File: config.mk
export PLATFORM = sky130hd
export DESIGN_NAME = dma_channel_control
export DESIGN_NICKNAME = d
export VERILOG_FILES = /design/src/design/dma_chan_pkg.sv /design/src/design/dma_irq_regs.sv /design/src/design/dma_channel_control.sv
export SDC_FILE = /design/constraint.sdc
export NUM_CORES = 1
export LEC_CHECK = 0
export ABC_AREA = 1
export BUFFER_PORTS_ARGS = -buffer_cell sky130_fd_sc_hd__buf_2
export CORE_ASPECT_RATIO = 1.4
export CORE_UTILIZATION = 42
export DETAILED_ROUTE_END_ITERATION = 10
export GPL_TIMING_DRIVEN = 0
export PLACE_DENSITY = 0.79
export SYNTH_ARGS = -nofsm -noshare
export SYNTH_HDL_FRONTEND = slang
export SYNTH_SLANG_ARGS = --single-unit
File: constraint.sdc
create_clock -name clk_i -period 1.35 [get_ports clk_i]
set_input_delay 0.0675 -clock clk_i [delete_from_list [all_inputs] [get_ports clk_i]]
set_output_delay 0.0675 -clock clk_i [all_outputs]
set_load 0.02 [all_outputs]
File: src/design/dma_chan_pkg.sv
// constants and types shared by the dma channel control block
package dma_chan_pkg;

  // register word offsets (byte addresses)
  localparam logic [7:0] CTRL_OFS = 8'h00;
  localparam logic [7:0] STAT_OFS = 8'h04;
  localparam logic [7:0] MASK_OFS = 8'h08;

  // channel_control field positions
  localparam int BUSY_BIT = 15;
  localparam int DIR_BIT = 8;
  localparam int ON_BIT = 7;
  localparam int EWO_BIT = 6;
  localparam int CHAIN_BIT = 5;
  localparam int AUTO_BIT = 4;
  localparam int SEEN_BIT = 2;
  localparam int PRIO_LSB = 0;
  localparam int PRIO_W = 2;

  // interrupt event positions
  localparam int EV_W = 4;
  localparam int EV_DONE = 0;
  localparam int EV_START = 1;
  localparam int EV_ABORT = 2;
  localparam int EV_CHAIN = 3;

  // reset values
  localparam logic [EV_W-1:0] EV_RST = 4'h0;
  localparam logic [31:0] RD_RST = 32'h0000_0000;

  // software-writable control fields
  typedef struct packed {
    logic dir;
    logic on;
    logic ewo;
    logic chain;
    logic auto_en;
    logic [PRIO_W-1:0] prio;
  } ctrl_t;

  localparam ctrl_t CTRL_RST = '{1'b0, 1'b0, 1'b0, 1'b0, 1'b0, 2'h0};

  // request state of the channel
  typedef enum logic [1:0] {
    ST_IDLE,
    ST_PEND,
    ST_DRAIN
  } chan_st_t;

endpackage : dma_chan_pkg

File: src/design/dma_irq_regs.sv
// sticky event status, mask and level interrupt for one channel
module dma_irq_regs
  import dma_chan_pkg::*;
(
  input wire logic clk_i,
  input wire logic rst_n_i,
  input wire logic [EV_W-1:0] ev_i,
  input wire logic wr_stat_i,
  input wire logic wr_mask_i,
  input wire logic [EV_W-1:0] wdata_i,
  output logic [EV_W-1:0] status_o,
  output logic [EV_W-1:0] mask_o,
  output logic irq_o
);

  logic [EV_W-1:0] stat_r;
  logic [EV_W-1:0] stat_nxt;
  logic [EV_W-1:0] mask_r;
  logic [EV_W-1:0] mask_nxt;

  // write-one-to-clear; a new event in the clear cycle wins
  always_comb begin
    stat_nxt = stat_r;
    mask_nxt = mask_r;
    if (wr_stat_i) begin
      stat_nxt = stat_r & ~wdata_i;
    end
    stat_nxt = stat_nxt | ev_i;
    if (wr_mask_i) begin
      mask_nxt = wdata_i;
    end
  end

  always_ff @(posedge clk_i) begin
    if (!rst_n_i) begin
      stat_r <= EV_RST;
      mask_r <= EV_RST;
    end else begin
      stat_r <= stat_nxt;
      mask_r <= mask_nxt;
    end
  end

  assign status_o = stat_r;
  assign mask_o = mask_r;
  assign irq_o = |(stat_r & mask_r);

endmodule : dma_irq_regs

File: src/design/dma_channel_control.sv
// control and status logic of one dma channel with register port
//
// Behaviour
// RL1 - busy reads high while the channel is on or active, low once off and idle.
// RL2 - with direction set, lower-priority neighbour completion enables us; else the higher one.
// RL3 - the direction bit only matters while chaining is allowed.
// RL4 - channel_on one means enabled, zero means disabled.
// RL5 - with events_when_off set, start/abort events count while disabled; otherwise ignored.
// RL6 - chaining can enable the channel only while chain_allow is set.
// RL7 - block completion clears channel_on unless auto re-enable is set.
// RL8 - the read-only event seen flag shows a detected event, zero otherwise.
// RL9 - the two-bit priority maps 11 to highest level 3 and 00 to lowest level 0.
// RL10 - clearing channel_on lets the running transaction finish; software polls busy.
// RL11 - unimplemented control bits, the upper half, bits 14..9 and bit 3, read as zero.
// RL12 - reset clears every control and status field: channel off and idle.
//
// all inputs are on clk_i; nothing is synchronised here
// reset is synchronous and active low
// single-cycle register reads, no wait state
//
// register map, byte offsets
// 0x00 channel_control, 0x04 event status, 0x08 event mask
//
// channel_control layout
// 31..16 read zero
// 15 channel_active_flag, read only
// 14..9 read zero
// 8 chain_direction_select
// 7 channel_on
// 6 events_when_off
// 5 chain_allow
// 4 auto_reenable
// 3 reads zero
// 2 event_seen_flag, read only
// 1..0 channel_priority
//
// event status and mask layout
// 0 block transfer complete
// 1 start accepted
// 2 abort accepted
// 3 enabled by chaining
//
// precedence on channel_on within one cycle
// chaining set beats any clear
// abort or block end clear beats a software write
//
// limitations
// rdata_o is zero outside the cycle after a read strobe
// busy and seen bits ignore writes, both are status only
// xfer_req_o may still be high in the block end cycle,
// so the datapath must not start a beat on that edge
//
// The implementer's own choices: the plain strobed port and the register addresses.
module dma_channel_control
  import dma_chan_pkg::*;
(
  input wire logic clk_i,
  input wire logic rst_n_i,
  // register port
  input wire logic [7:0] addr_i,
  input wire logic [31:0] wdata_i,
  input wire logic wr_i,
  input wire logic rd_i,
  output logic [31:0] rdata_o,
  // neighbour channels and trigger sources
  input wire logic lower_done_i,
  input wire logic higher_done_i,
  input wire logic start_evt_i,
  input wire logic abort_evt_i,
  // transfer datapath
  input wire logic xact_busy_i,
  input wire logic xact_done_i,
  input wire logic block_done_i,
  output logic xfer_req_o,
  output logic channel_on_o,
  output logic busy_o,
  output logic [PRIO_W-1:0] priority_o,
  output logic done_o,
  output logic irq_o
);

  // control register state
  ctrl_t ctrl_r;
  ctrl_t ctrl_nxt;
  logic seen_r;
  logic seen_nxt;
  logic busy_r;
  logic busy_nxt;

  // request state
  chan_st_t st_r;
  chan_st_t st_nxt;
  logic done_r;
  logic done_nxt;

  // read port
  logic [31:0] rdata_r;
  logic [31:0] rdata_nxt;

  // decoded accesses and events
  logic wr_ctrl;
  logic wr_stat;
  logic wr_mask;
  logic ev_ok;
  logic start_ok;
  logic abort_ok;
  logic chain_hit;
  logic [EV_W-1:0] ev;
  logic [EV_W-1:0] stat;
  logic [EV_W-1:0] mask;

  // address decode of write strobe
  // unmapped offsets decode to nothing and are ignored
  assign wr_ctrl = wr_i && (addr_i == CTRL_OFS);
  assign wr_stat = wr_i && (addr_i == STAT_OFS);
  assign wr_mask = wr_i && (addr_i == MASK_OFS);

  // events pass while on, or while off if allowed
  // a refused event leaves no status bit and no seen mark
  assign ev_ok = ctrl_r.on || ctrl_r.ewo; // [RL5]
  assign start_ok = start_evt_i && ev_ok; // [RL5]
  assign abort_ok = abort_evt_i && ev_ok; // [RL5]

  // neighbour completion picked by direction, gated by chain allow
  // both neighbour pulses are ignored while chaining is off
  assign chain_hit = ctrl_r.chain && (ctrl_r.dir ? lower_done_i : higher_done_i); // [RL2] [RL3] [RL6]

  // control fields: software writes, chaining sets, completion clears
  always_comb begin
    ctrl_nxt = ctrl_r;
    // software write of every writable field
    if (wr_ctrl) begin
      ctrl_nxt.dir = wdata_i[DIR_BIT];
      ctrl_nxt.on = wdata_i[ON_BIT]; // [RL4]
      ctrl_nxt.ewo = wdata_i[EWO_BIT];
      ctrl_nxt.chain = wdata_i[CHAIN_BIT];
      ctrl_nxt.auto_en = wdata_i[AUTO_BIT];
      ctrl_nxt.prio = wdata_i[PRIO_LSB +: PRIO_W]; // [RL9]
    end
    // hardware clears take effect after a software write in the same cycle
    if (block_done_i && !ctrl_r.auto_en) begin
      ctrl_nxt.on = 1'b0; // [RL7]
    end
    if (abort_ok) begin
      ctrl_nxt.on = 1'b0;
    end
    // chaining enable wins over any clear
    if (chain_hit) begin
      ctrl_nxt.on = 1'b1; // [RL6]
    end
  end

  // event seen flag: set wins over completion clear
  always_comb begin
    seen_nxt = seen_r;
    // block end or abort clears the mark
    if (block_done_i || abort_ok) begin
      seen_nxt = 1'b0;
    end
    // accepted start marks the event
    if (start_ok) begin
      seen_nxt = 1'b1; // [RL8]
    end
  end

  // busy follows the enable, and holds while a transaction drains
  // registered so a read of bit 15 matches busy_o
  always_comb begin
    busy_nxt = ctrl_nxt.on || xact_busy_i; // [RL1] [RL10]
  end

  // control state registers
  always_ff @(posedge clk_i) begin
    if (!rst_n_i) begin
      ctrl_r <= CTRL_RST; // [RL12]
      seen_r <= 1'b0;
      busy_r <= 1'b0;
    end else begin
      ctrl_r <= ctrl_nxt;
      seen_r <= seen_nxt;
      busy_r <= busy_nxt;
    end
  end

  // request sequencing: a start waits for enable, a cleared
  // enable stops new requests but the datapath finishes its beat
  always_comb begin
    st_nxt = st_r;
    done_nxt = 1'b0;
    case (st_r)
      ST_IDLE: begin
        // a refused start never leaves idle
        if (start_ok) begin
          st_nxt = ST_PEND;
        end
      end
      ST_PEND: begin
        // abort drops the pending request at once
        if (abort_ok) begin
          st_nxt = ST_IDLE;
        end else if (!ctrl_r.on && xact_busy_i) begin
          st_nxt = ST_DRAIN; // [RL10]
        end else if (block_done_i) begin
          st_nxt = ST_IDLE;
          done_nxt = 1'b1;
        end
      end
      ST_DRAIN: begin
        // suspended: back to pending once the datapath transaction ends
        // abort still wins while suspended
        if (abort_ok) begin
          st_nxt = ST_IDLE;
        end else if (xact_done_i || !xact_busy_i) begin
          st_nxt = ST_PEND; // [RL10]
        end
      end
      default: begin
        // unused encoding falls back to idle
        st_nxt = ST_IDLE;
      end
    endcase
  end

  // request state registers
  always_ff @(posedge clk_i) begin
    if (!rst_n_i) begin
      st_r <= ST_IDLE; // [RL12]
      done_r <= 1'b0;
    end else begin
      st_r <= st_nxt;
      done_r <= done_nxt;
    end
  end

  // new transactions only while enabled and not draining
  // combinational so the datapath sees the stop at once
  assign xfer_req_o = (st_r == ST_PEND) && ctrl_r.on; // [RL4] [RL10]

  // interrupt events
  // chaining also raises its own event bit
  assign ev[EV_DONE] = block_done_i;
  assign ev[EV_START] = start_ok;
  assign ev[EV_ABORT] = abort_ok;
  assign ev[EV_CHAIN] = chain_hit;

  // sticky status, mask and level interrupt
  dma_irq_regs u_irq (
    .clk_i(clk_i),
    .rst_n_i(rst_n_i),
    .ev_i(ev),
    .wr_stat_i(wr_stat),
    .wr_mask_i(wr_mask),
    .wdata_i(wdata_i[EV_W-1:0]),
    .status_o(stat),
    .mask_o(mask),
    .irq_o(irq_o)
  );

  // read data, valid only in the cycle after the strobe
  always_comb begin
    rdata_nxt = RD_RST; // [RL11]
    if (rd_i) begin
      case (addr_i)
        CTRL_OFS: begin
          rdata_nxt[BUSY_BIT] = busy_r; // [RL1]
          rdata_nxt[DIR_BIT] = ctrl_r.dir;
          rdata_nxt[ON_BIT] = ctrl_r.on;
          rdata_nxt[EWO_BIT] = ctrl_r.ewo;
          rdata_nxt[CHAIN_BIT] = ctrl_r.chain;
          rdata_nxt[AUTO_BIT] = ctrl_r.auto_en;
          rdata_nxt[SEEN_BIT] = seen_r; // [RL8]
          rdata_nxt[PRIO_LSB +: PRIO_W] = ctrl_r.prio;
        end
        // status words fill only the low event bits
        STAT_OFS: begin
          rdata_nxt[EV_W-1:0] = stat;
        end
        MASK_OFS: begin
          rdata_nxt[EV_W-1:0] = mask;
        end
        default: begin
          // unmapped offsets read as zero
          rdata_nxt = RD_RST;
        end
      endcase
    end
  end

  // read data register, zero when no read
  always_ff @(posedge clk_i) begin
    if (!rst_n_i) begin
      rdata_r <= RD_RST;
    end else begin
      rdata_r <= rdata_nxt;
    end
  end

  // outputs straight from flip-flops
  assign rdata_o = rdata_r;
  assign channel_on_o = ctrl_r.on;
  assign busy_o = busy_r;
  assign priority_o = ctrl_r.prio; // [RL9]
  assign done_o = done_r;

endmodule : dma_channel_control

==> results.json <==
{
  "status": "completed",
  "post_cts_buffers": 0,
  "fp.dieH_um": 71.8,
  "maxCapViolCount": 0,
  "gr-total-overflow": 0,
  "track_usage_pct": 17.6,
  "wirelength_mm": 3.04,
  "fin_nets": 320,
  "core_area_sq_mm": 0.00335,
  "fill_cells": 326,
  "worstPathMaxFanout": 5,
  "wl_per_cell_um": 9.83,
  "comb_power_share_pct": 10.6,
  "synth_seq_cells": 30,
  "ys_warn_count": 0,
  "drcViolationCount": 0,
  "yosys-top-cells-area": "dfxtp_1 41%, buf_4 12%, nand2_1 9.5%, nor2_1 6.2%, inv_1 5.4%",
  "die_x_um": 51.9,
  "swShare_pct": 22.7,
  "clock.fmax_mhz": 847,
  "cts_max_path_buffers": 2,
  "ios": 90,
  "synth_top_area_share_pct": 41.1,
  "portBuffers": 43,
  "drt-initial-drc-count": 23,
  "peakVddDrop_mv": 0.875,
  "finalHoldViolCount": 0,
  "ant_nets": 0,
  "cts.clk_slew.worst_paths_ns": 0.06,
  "grt_pass1_wl_mm": 4.73,
  "cts_root_buf": "clkbuf_8",
  "synth_flop_cell": "dfxtp_1",
  "start_util_pct": 43.7,
  "vias": 1366,
  "switchingPower_mw": 0.460,
  "rows": 25,
  "fin_tns_setup_ns": 0,
  "finalWorstSetupSlack_ns": 0.169,
  "rsz0062_at_grt": "false",
  "postSynthAreaPerCell_sq_um": 7.38,
  "area_delta_synth_final_pct": 31.2,
  "dp_slack_ns": 0.203,
  "fin_crit_ns": 1.18,
  "fin_worst_skew_ns": 0.00276,
  "min_path_type": "primary input to flop",
  "dieArea_sq_mm": 0.00372,
  "cts-resized-gates": 0,
  "async_flop_share_pct": 0,
  "cts_tree": "done",
  "crit_type": "flop to flop",
  "synth_area_sq_mm": 0.00146,
  "htree_levels": 2,
  "antennaDiodeCount": 0,
  "grt_start_max_net_pins": 11,
  "cts_num_sinks": 30,
  "drtPass1Iterations": 5,
  "cp-end-kind": "flop",
  "worstPathRequired_ns": 1.58,
  "synth_top_area_cell": "dfxtp_1",
  "synth_edf_count": 0,
  "yosysMostFrequentCell": "nand2_1",
  "startpoint_type": "flop",
  "power_frac_clock_pct": 45.4,
  "cellInternalPower_mw": 1.57,
  "setup_viol": 0,
  "ys_seq_area_share_pct": 41.1,
  "finalPower_mw": 2.03,
  "critPathArrivalTime_ns": 1.41,
  "cts_hold_buf": 0,
  "antenna_found_initial": 0,
  "drive_gt1_share_pct": 35.3,
  "ys_types": 24,
  "finalMaxSlewViolations": 0,
  "globalplace.congestion": 0.863,
  "post-route-period-util_pct": 87.5,
  "power_density_mw_per_mm2": 1060,
  "power.leakage_nw": 0.980,
  "clk_latency_ns": 0.28,
  "numCtsBuffers": 5,
  "via_per_inst": 4.42,
  "seqPwrFrac_pct": 44.1,
  "grt_pass1_vias": 1208,
  "netlist_top_cells_count": "37 x nand2_1, 30 x dfxtp_1, 24 x buf_4, 24 x nor2_1, 21 x inv_1",
  "detailed_place_hpwl_mm": 2.40,
  "syn_inst": 198
}
[metrics by stage]
step	util (%)	instances	hold WS, ns	cell area, sq um
after floorplan	-	219	0.178	1540
after global placement	53.9	302	0.293	1810
after detailed placement	53.9	302	0.298	1810
after CTS	57.3	309	0.000465	1920
after global routing	57.3	309	0.00117	1920
final	57.3	309	0.00147	1920
[cell usage in the layout (no fill, tap or decap), drive strengths merged]
cell type  instances
bufinv             1
o21ai             12
conb              22
buf               69
nand4              2
nor2              31
nor3               2
a31oi              2
clkbuf             7
inv               23
dfxtp             30
nand2             40
a21oi             15
o2111ai            1
nand3             12
[cell type report]
cell class / instances / area, sq um / area share (%)
Buffer: 27 / 201 / 10.5
Sequential cell: 30 / 601 / 31.3
Tap cell: 40 / 50.0 / 2.61
Clock inverter: 1 / 30.0 / 1.57
Inverter: 23 / 86.3 / 4.50
Timing Repair Buffer: 43 / 215 / 11.2
Multi-Input combinational cell: 139 / 652 / 34.0
Clock buffer: 6 / 82.6 / 4.31
[critical path, stage by stage (launching register included)]
cell and delay, ns:
dfxtp_1 0.35, o21ai_2 0.22, inv_1 0.12, nor2_1 0.16, nand2_1 0.07, nand2_1 0.05, o21ai_0 0.07, nor2_1 0.09
[sequential cells by signal, indices dropped and copies added (netlist names)]
| register | cells |
|---|---|
| busy_o | 1 |
| st_r | 2 |
| u_irq.status_o | 4 |
| ctrl_r | 4 |
| priority_o | 2 |
| rdata_o | 10 |
| done_o | 1 |
| channel_on_o | 1 |
| seen_r | 1 |
| u_irq.mask_o | 4 |
[metal layers]
layer,vias up,global-route usage (%),share of wire (%)
met2,51,31.6,53
met3,10,5.73,6.2
met5,-,0,0
met4,0,10.2,2.8
li1,719,-,-
met1,586,16.8,38
[path summary, 6_finish.rpt]
kind	from	end	slack (ns)	depth (start not counted)
worst min-delay path	xact_busy_i	busy_o	0.001	3
worst min register to register	busy_o	rdata_o[15]	0.43	2
worst max-delay path	channel_on_o	st_r[0]	0.17	7
worst max register to register	channel_on_o	st_r[0]	0.17	7
[power groups by stage]
stage,combinational [mW],clock (mW),sequential [mW]
global placement,0.211,0,0.913
detailed placement,0.213,0,0.913
CTS,0.213,0.938,0.893
global route,0.233,0.973,0.893
floorplan,0.149,0,0.915
finish,0.215,0.920,0.893
[kinds of logic (layout without fill, tap and decap cells)]
| kind of cell | count (synthesis) | after routing | share of synthesized area (%) |
|---|---|---|---|
| flip-flops | 30 | 30 | 41.1 |
| AND/OR/NAND/NOR | 87 | 87 | 27.0 |
| other | 1 | 22 | 0.257 |
| buffers and inverters | 50 | 100 | 19.7 |
| AO/OA/AOI/OAI | 30 | 30 | 12.0 |
No activity file was read; power rests on OpenSTA's default activity.
